## config.mk

```make
export PLATFORM = sky130hd
export DESIGN_NAME = itm_tcm_if
export DESIGN_NICKNAME = d
export VERILOG_FILES = /design/src/rtl/itm_tcm_if.v
export VERILOG_INCLUDE_DIRS = /design/src /design/src/rtl
export SDC_FILE = /design/constraint.sdc
export NUM_CORES = 1
export LEC_CHECK = 0
export BUFFER_PORTS_ARGS = -buffer_cell sky130_fd_sc_hd__buf_2
export CAP_MARGIN = 20
export CORE_MARGIN = 2
export CORE_UTILIZATION = 52
export DETAILED_ROUTE_END_ITERATION = 16
export HOLD_SLACK_MARGIN = 0.03
export PLACE_DENSITY = 0.85
export SLEW_MARGIN = 20
export SYNTH_ARGS = -nofsm -noshare
export SYNTH_HDL_FRONTEND = slang
export SYNTH_SLANG_ARGS = --single-unit
```

## constraint.sdc

```tcl
create_clock -name i_sys_clk -period 3.4 [get_ports i_sys_clk]
set_input_delay 0.68 -clock i_sys_clk [delete_from_list [all_inputs] [get_ports i_sys_clk]]
set_output_delay 0.68 -clock i_sys_clk [all_outputs]
set_load 0.01 [all_outputs]
```

## src/rtl/itm_consts.vh

```
// Constants for the instruction tight memory interface
`ifndef ITM_CONSTS_VH
`define ITM_CONSTS_VH
`define ITM_ADDR_W       18
`define ITM_DATA_W       32
`define ITM_LANES        4
`define ITM_SZ_ABSENT    4'h0
`define ITM_SZ_4K        4'h3
`define ITM_SZ_1M        4'hb
`define ITM_SZ_MIN_LOG2  5'h0c
`define ITM_LOG2_NONE    5'h00
`define ITM_SZ_BASE      4'h3
`define ITM_ACC_BYTE     2'h0
`define ITM_ACC_HALF     2'h1
`define ITM_ACC_WORD     2'h2
`define ITM_STB_NONE     4'h0
`define ITM_STB_ALL      4'hf
`define ITM_STB_HALF     4'h3
`define ITM_STB_BYTE     4'h1
`define ITM_ST_IDLE      1'b0
`define ITM_ST_WAIT      1'b1
`endif

```

## src/rtl/itm_tcm_if.v

```verilog
// Instruction tight memory interface, processor side
`timescale 1ns/1ps
`default_nettype none
`include "itm_consts.vh"

module itm_tcm_if #(
  parameter AW = `ITM_ADDR_W,
  parameter DW = `ITM_DATA_W
) (
  // Clock and reset
  input  wire          i_sys_clk,
  input  wire          i_rst_b,
  // Core request side
  input  wire          i_req_valid,
  input  wire          i_req_write,
  input  wire [1:0]    i_req_size,
  input  wire [AW+1:0] i_req_byte_addr,
  input  wire [DW-1:0] i_req_wdata,
  output reg           o_req_ready,
  output reg           o_rdata_valid,
  output reg  [DW-1:0] o_rdata,
  // Static size configuration
  input  wire [3:0]    i_itm_size_cfg,
  output reg           o_itm_present,
  output reg  [4:0]    o_itm_size_log2,
  // DMA override
  input  wire          i_itm_dma_enable,
  input  wire [AW-1:0] i_itm_dma_addr,
  input  wire          i_itm_dma_chip_select,
  // Memory side
  input  wire [DW-1:0] i_itm_read_data,
  input  wire          i_itm_wait,
  output reg           o_itm_chip_select,
  output reg  [AW-1:0] o_itm_word_addr,
  output reg           o_itm_read_not_write,
  output reg           o_itm_sequential,
  output reg  [3:0]    o_itm_byte_strobes,
  output reg  [DW-1:0] o_itm_write_data,
  output reg           o_itm_idle
);

  // Synchronised static size input
  reg  [3:0]    size_s1_reg;
  reg  [3:0]    size_s2_reg;
  reg           present_next;
  reg  [4:0]    log2_next;

  always @(posedge i_sys_clk or negedge i_rst_b) begin
    if (!i_rst_b) begin
      size_s1_reg <= `ITM_SZ_ABSENT;
      size_s2_reg <= `ITM_SZ_ABSENT;
    end else begin
      size_s1_reg <= i_itm_size_cfg;
      size_s2_reg <= size_s1_reg;
    end
  end

  always @* begin
    present_next = 1'b0;
    log2_next    = `ITM_LOG2_NONE;
    // Valid codes 4KB..1MB; reserved codes read as absent
    if (size_s2_reg >= `ITM_SZ_4K && size_s2_reg <= `ITM_SZ_1M) begin
      present_next = 1'b1;
      log2_next    = `ITM_SZ_MIN_LOG2 + {1'b0, size_s2_reg} - {1'b0, `ITM_SZ_BASE};
    end
  end

  // Request tracking state
  reg           state_reg;
  reg           state_next;
  reg  [AW-1:0] last_addr_reg;
  reg  [AW-1:0] last_addr_next;
  reg           last_valid_reg;
  reg           last_valid_next;
  reg           dma_prev_reg;

  // Next values of the registered outputs
  reg           ready_next;
  reg           rdata_valid_next;
  reg  [DW-1:0] rdata_next;
  reg           chip_select_next;
  reg  [AW-1:0] word_addr_next;
  reg           read_not_write_next;
  reg           sequential_next;
  reg  [3:0]    strobes_next;
  reg  [DW-1:0] write_data_next;
  reg           idle_next;

  // Request decode
  wire [AW-1:0] req_word   = i_req_byte_addr[AW+1:2];
  wire [AW-1:0] next_word  = last_addr_reg + {{(AW-1){1'b0}}, 1'b1};
  wire          in_req     = (state_reg == `ITM_ST_WAIT);
  wire          dma_cyc    = i_itm_dma_enable && i_itm_dma_chip_select;
  wire          accept     = i_req_valid && present_next && !in_req && !dma_cyc;
  wire          served     = in_req && !i_itm_wait;
  // No sequential claim straight after a DMA cycle
  wire          follows_on = last_valid_reg && !dma_prev_reg && (req_word == next_word);

  // Lane patterns for byte and halfword writes
  wire [3:0]    byte_lane  = `ITM_STB_BYTE << i_req_byte_addr[1:0];
  wire [3:0]    half_lane  = `ITM_STB_HALF << {i_req_byte_addr[1], 1'b0};
  wire          size_byte  = (i_req_size == `ITM_ACC_BYTE);
  wire          size_half  = (i_req_size == `ITM_ACC_HALF);
  wire [3:0]    strobe_req;
  genvar        lane;

  generate
    for (lane = 0; lane < `ITM_LANES; lane = lane + 1) begin : g_lane
      // Reads leave every lane clear
      assign strobe_req[lane] = i_req_write && (size_byte ? byte_lane[lane] :
                                                size_half ? half_lane[lane] : 1'b1);
    end
  endgenerate

  // Next-state and next-output decode
  always @* begin
    state_next          = state_reg;
    last_addr_next      = last_addr_reg;
    last_valid_next     = last_valid_reg;
    ready_next          = 1'b0;
    rdata_valid_next    = 1'b0;
    rdata_next          = o_rdata;
    chip_select_next    = accept || dma_cyc;
    word_addr_next      = o_itm_word_addr;
    read_not_write_next = o_itm_read_not_write;
    sequential_next     = o_itm_sequential;
    strobes_next        = o_itm_byte_strobes;
    write_data_next     = o_itm_write_data;
    idle_next           = o_itm_idle;
    case (state_reg)
      `ITM_ST_IDLE: begin
        if (accept) begin
          state_next          = `ITM_ST_WAIT;
          word_addr_next      = req_word;
          read_not_write_next = i_req_write;
          strobes_next        = strobe_req;
          write_data_next     = i_req_wdata;
          sequential_next     = follows_on;
          idle_next           = 1'b0;
          last_addr_next      = req_word;
          last_valid_next     = 1'b1;
        end else begin
          idle_next       = 1'b1;
          sequential_next = 1'b0;
          if (dma_cyc) begin
            word_addr_next  = i_itm_dma_addr;
            last_valid_next = 1'b0;
          end
        end
      end
      `ITM_ST_WAIT: begin
        // Request outputs other than chip select held while the memory stalls
        if (served) begin
          state_next       = `ITM_ST_IDLE;
          ready_next       = 1'b1;
          idle_next        = 1'b1;
          rdata_valid_next = !o_itm_read_not_write;
          if (!o_itm_read_not_write) begin
            rdata_next = i_itm_read_data;
          end
        end
      end
      default: begin
        state_next = `ITM_ST_IDLE;
      end
    endcase
  end

  // Access state and address history
  always @(posedge i_sys_clk or negedge i_rst_b) begin
    if (!i_rst_b) begin
      state_reg <= `ITM_ST_IDLE;
    end else begin
      state_reg <= state_next;
    end
  end

  always @(posedge i_sys_clk or negedge i_rst_b) begin
    if (!i_rst_b) begin
      last_addr_reg <= {AW{1'b0}};
    end else begin
      last_addr_reg <= last_addr_next;
    end
  end

  always @(posedge i_sys_clk or negedge i_rst_b) begin
    if (!i_rst_b) begin
      last_valid_reg <= 1'b0;
    end else begin
      last_valid_reg <= last_valid_next;
    end
  end

  always @(posedge i_sys_clk or negedge i_rst_b) begin
    if (!i_rst_b) begin
      dma_prev_reg <= 1'b0;
    end else begin
      dma_prev_reg <= dma_cyc;
    end
  end

  // Size report towards the core
  always @(posedge i_sys_clk or negedge i_rst_b) begin
    if (!i_rst_b) begin
      o_itm_present <= 1'b0;
    end else begin
      o_itm_present <= present_next;
    end
  end

  always @(posedge i_sys_clk or negedge i_rst_b) begin
    if (!i_rst_b) begin
      o_itm_size_log2 <= `ITM_LOG2_NONE;
    end else begin
      o_itm_size_log2 <= log2_next;
    end
  end

  // Completion handshake towards the core
  always @(posedge i_sys_clk or negedge i_rst_b) begin
    if (!i_rst_b) begin
      o_req_ready <= 1'b0;
    end else begin
      o_req_ready <= ready_next;
    end
  end

  always @(posedge i_sys_clk or negedge i_rst_b) begin
    if (!i_rst_b) begin
      o_rdata_valid <= 1'b0;
    end else begin
      o_rdata_valid <= rdata_valid_next;
    end
  end

  always @(posedge i_sys_clk or negedge i_rst_b) begin
    if (!i_rst_b) begin
      o_rdata <= {DW{1'b0}};
    end else begin
      o_rdata <= rdata_next;
    end
  end

  // Request cycle outputs towards the memory
  always @(posedge i_sys_clk or negedge i_rst_b) begin
    if (!i_rst_b) begin
      o_itm_chip_select <= 1'b0;
    end else begin
      o_itm_chip_select <= chip_select_next;
    end
  end

  always @(posedge i_sys_clk or negedge i_rst_b) begin
    if (!i_rst_b) begin
      o_itm_word_addr <= {AW{1'b0}};
    end else begin
      o_itm_word_addr <= word_addr_next;
    end
  end

  always @(posedge i_sys_clk or negedge i_rst_b) begin
    if (!i_rst_b) begin
      o_itm_read_not_write <= 1'b0;
    end else begin
      o_itm_read_not_write <= read_not_write_next;
    end
  end

  always @(posedge i_sys_clk or negedge i_rst_b) begin
    if (!i_rst_b) begin
      o_itm_sequential <= 1'b0;
    end else begin
      o_itm_sequential <= sequential_next;
    end
  end

  always @(posedge i_sys_clk or negedge i_rst_b) begin
    if (!i_rst_b) begin
      o_itm_byte_strobes <= `ITM_STB_NONE;
    end else begin
      o_itm_byte_strobes <= strobes_next;
    end
  end

  always @(posedge i_sys_clk or negedge i_rst_b) begin
    if (!i_rst_b) begin
      o_itm_write_data <= {DW{1'b0}};
    end else begin
      o_itm_write_data <= write_data_next;
    end
  end

  always @(posedge i_sys_clk or negedge i_rst_b) begin
    if (!i_rst_b) begin
      o_itm_idle <= 1'b1;
    end else begin
      o_itm_idle <= idle_next;
    end
  end

endmodule // itm_tcm_if
`default_nettype wire

```

==> results.sh <==
export IMPL_cellPowerDensity_nw_per_um2=728.7
export IMPL_cts_resized=0
export IMPL_run_status="complete, no violations"
export IMPL_synthFlopType="dfrtp_1"
export IMPL_nets=852
export IMPL_fmax_mhz=420.5
export IMPL_die_w_um=105.6
export IMPL_dieArea_um2=11140
export IMPL_ioPinCount=213
export IMPL_peakVddDrop_mv=0.4833
export IMPL_period_share_pct=69.95
export IMPL_root_buffer="clkbuf_8"
export IMPL_hold_path_class="primary input to asynchronous set/reset pin"
export IMPL_drcViolationCount=0
export IMPL_max_slew_margin_pct=37.41
export IMPL_synth_distinct_cells=44
export IMPL_cts_tree="built"
export IMPL_initial_utilization_pct=52.65
export IMPL_overflow=0
export IMPL_post_dp_cell_area_um2=6556
export IMPL_dp_worst_setup_slack_ns=1.019
export IMPL_synth_cells=523
export IMPL_numCtsBuffers=17
export IMPL_hold_buffers=0
export IMPL_finalMaxSlewViolations=0
export IMPL_syn_to_final_growth_pct=32.13
export IMPL_drv_cap=0
export IMPL_synth_edf_count=0
export IMPL_synth_nets=640
export IMPL_syn_area_per_cell_um2=10.25
export IMPL_post_place_cells=852
export IMPL_drt_vias_per_instance=5.166
export IMPL_clk_path_buf_depth=2
export IMPL_yosys_area_top_type_share_pct=58.80
export IMPL_stdcell_area_um2=7086
export IMPL_yosysSeqAreaShare_pct=59.29
export IMPL_grt_use_total_pct=25.10
export IMPL_dieHeight_um=105.6
export IMPL_cp_arrival_ns=2.75
export IMPL_netlist_area_um2=5363
export IMPL_final_common_cell="buf_2"
export IMPL_antennaDiodeCount=0
export IMPL_fin_worst_hold_slack_ns=0.1012
export IMPL_grt_pass1_vias=4694
export IMPL_synthTopCellsByArea="dfrtp_1 (59%), nand2_1 (13%), mux2_2 (6.7%)"
export IMPL_finalHoldViolations=0
export IMPL_cp_end_kind="flip-flop"
export IMPL_port_buffers=212
export IMPL_finalClockSkew_ns=0.006713
export IMPL_htree_levels=4
export IMPL_ys_async_sr_fraction_pct=100.0
export IMPL_wl_mm=13.45
export IMPL_grt_start_max_net_pins=60
export IMPL_vias=4556
export IMPL_clock_latency_ns=0.52
export IMPL_core_area_um2=10180
export IMPL_tightest_slew_ns=0.9369
export IMPL_cts_sinks=127
export IMPL_path_max_fanout=40
export IMPL_rows=37
export IMPL_utilization_pct=69.57
export IMPL_drt_iter0_drc=234
export IMPL_drive_above_1_share_pct=38.34
export IMPL_start_kind="flip-flop"
export IMPL_required_ns=3.78
export IMPL_yosysTopAreaCell="dfrtp_1"
export IMPL_place_hpwl_mm=9.571
export IMPL_antenna_found_initial=0
export IMPL_path_clk_slew_ns=0.06
export IMPL_gp_congestion=0.7828
export IMPL_ys_seq_elements=127
export IMPL_ant_nets=0
export IMPL_cts_setup_buffers=0
export IMPL_crit_type="flip-flop to flip-flop"
export IMPL_firstDrtPassIters=5
export IMPL_power_mw=5.164
export IMPL_grt_pass1_wl_mm=21.82
export IMPL_reg_largest_list="o_itm_write_data x32, o_rdata x32"
export IMPL_routedWlPerCell_um=15.25
export IMPL_setup_ws_ns=1.022
export IMPL_tns_ns=0
export IMPL_setup_violations=0
export IMPL_final_cells=882
export IMPL_power_leakage_nw=3.795
export IMPL_final_cell_mix="buf_2 (211), nand2_1 (188), dfrtp_1 (126), mux2_2 (32), a21oi_1 (22)"
export IMPL_rsz0062_at_grt="no"
export IMPL_yosys_warnings=0
export IMPL_min_period_ns=2.378
routing by layer:
layer	part of all wire [%]	GRT usage [%]	vias to the layer above
met4	2.3	10.81	0
met3	8.5	8.720	27
met2	48	40.60	198
met1	41	30.66	2182
li1	-	-	2149
met5	0	0	-
layout make-up:
class / count / area [um2]
repair buffers: 218 / 1121
clock inverters: 7 / 62.56
flip-flops and latches: 127 / 3179
inverters: 4 / 15.01
well taps: 136 / 170.2
fillers: 780 / 3099
multi-input cells: 367 / 2071
clock buffers: 23 / 466.7
logic make-up (layout without fill, tap and decap cells):
| family | count (synthesis) | count (layout) | synth area share, % |
|---|---|---|---|
| simple gates | 238 | 238 | 18.81 |
| flops | 127 | 127 | 59.29 |
| compound gates | 68 | 68 | 7.840 |
| mux | 36 | 36 | 7.466 |
| buf+inv | 29 | 252 | 2.380 |
| xor+xnor | 23 | 23 | 3.757 |
| fa+ha+maj | 2 | 2 | 0.4666 |
worst max-delay path: stages (launching register included):
cell	delay, ns
dfrtp_1	0.40
ha_1	0.26
nor3_1	0.18
a21oi_1	0.11
nand3b_1	0.19
nand2b_2	0.48
buf_4	0.45
o21ai_0	0.17
final timing paths:
check | start | endpoint | slack, ns | depth (start not counted)
setup / recovery | size_s2_reg[0]$_DFF_PN0_ | o_itm_byte_strobes[2]$_DFFE_PN0P_ | 1.02 | 7
max in group asynchronous | i_rst_b | o_itm_idle$_DFFE_PN1P_ | 2.47 | 2
hold / removal | i_rst_b | o_itm_write_data[29]$_DFFE_PN0P_ | 0.10 | 1
setup reg to reg | size_s2_reg[0]$_DFF_PN0_ | o_itm_byte_strobes[2]$_DFFE_PN0P_ | 1.02 | 7
min in group i_sys_clk | i_itm_size_cfg[0] | size_s1_reg[0]$_DFF_PN0_ | 0.27 | 1
hold reg to reg | size_s1_reg[0]$_DFF_PN0_ | size_s2_reg[0]$_DFF_PN0_ | 0.35 | 0
cell usage after synthesis (7+ instances only):
master    count
nand2_1     188
nor3_1        7
dfrtp_1     126
mux2_2       32
buf_2         8
a21o_1       17
o21ai_0      14
a21oi_1      22
xnor2_1      14
clkbuf_1     10
nor2_1       14
xor2_1        9
where the power goes:
part           switching [mW]  total (mW)  internal (mW)
Sequential              0.273        2.20           1.93
Clock                   0.616        1.63           1.01
Combinational           0.708        1.33          0.625
Total                    1.60        5.16           3.57
No activity file was read; power rests on OpenSTA's default activity.
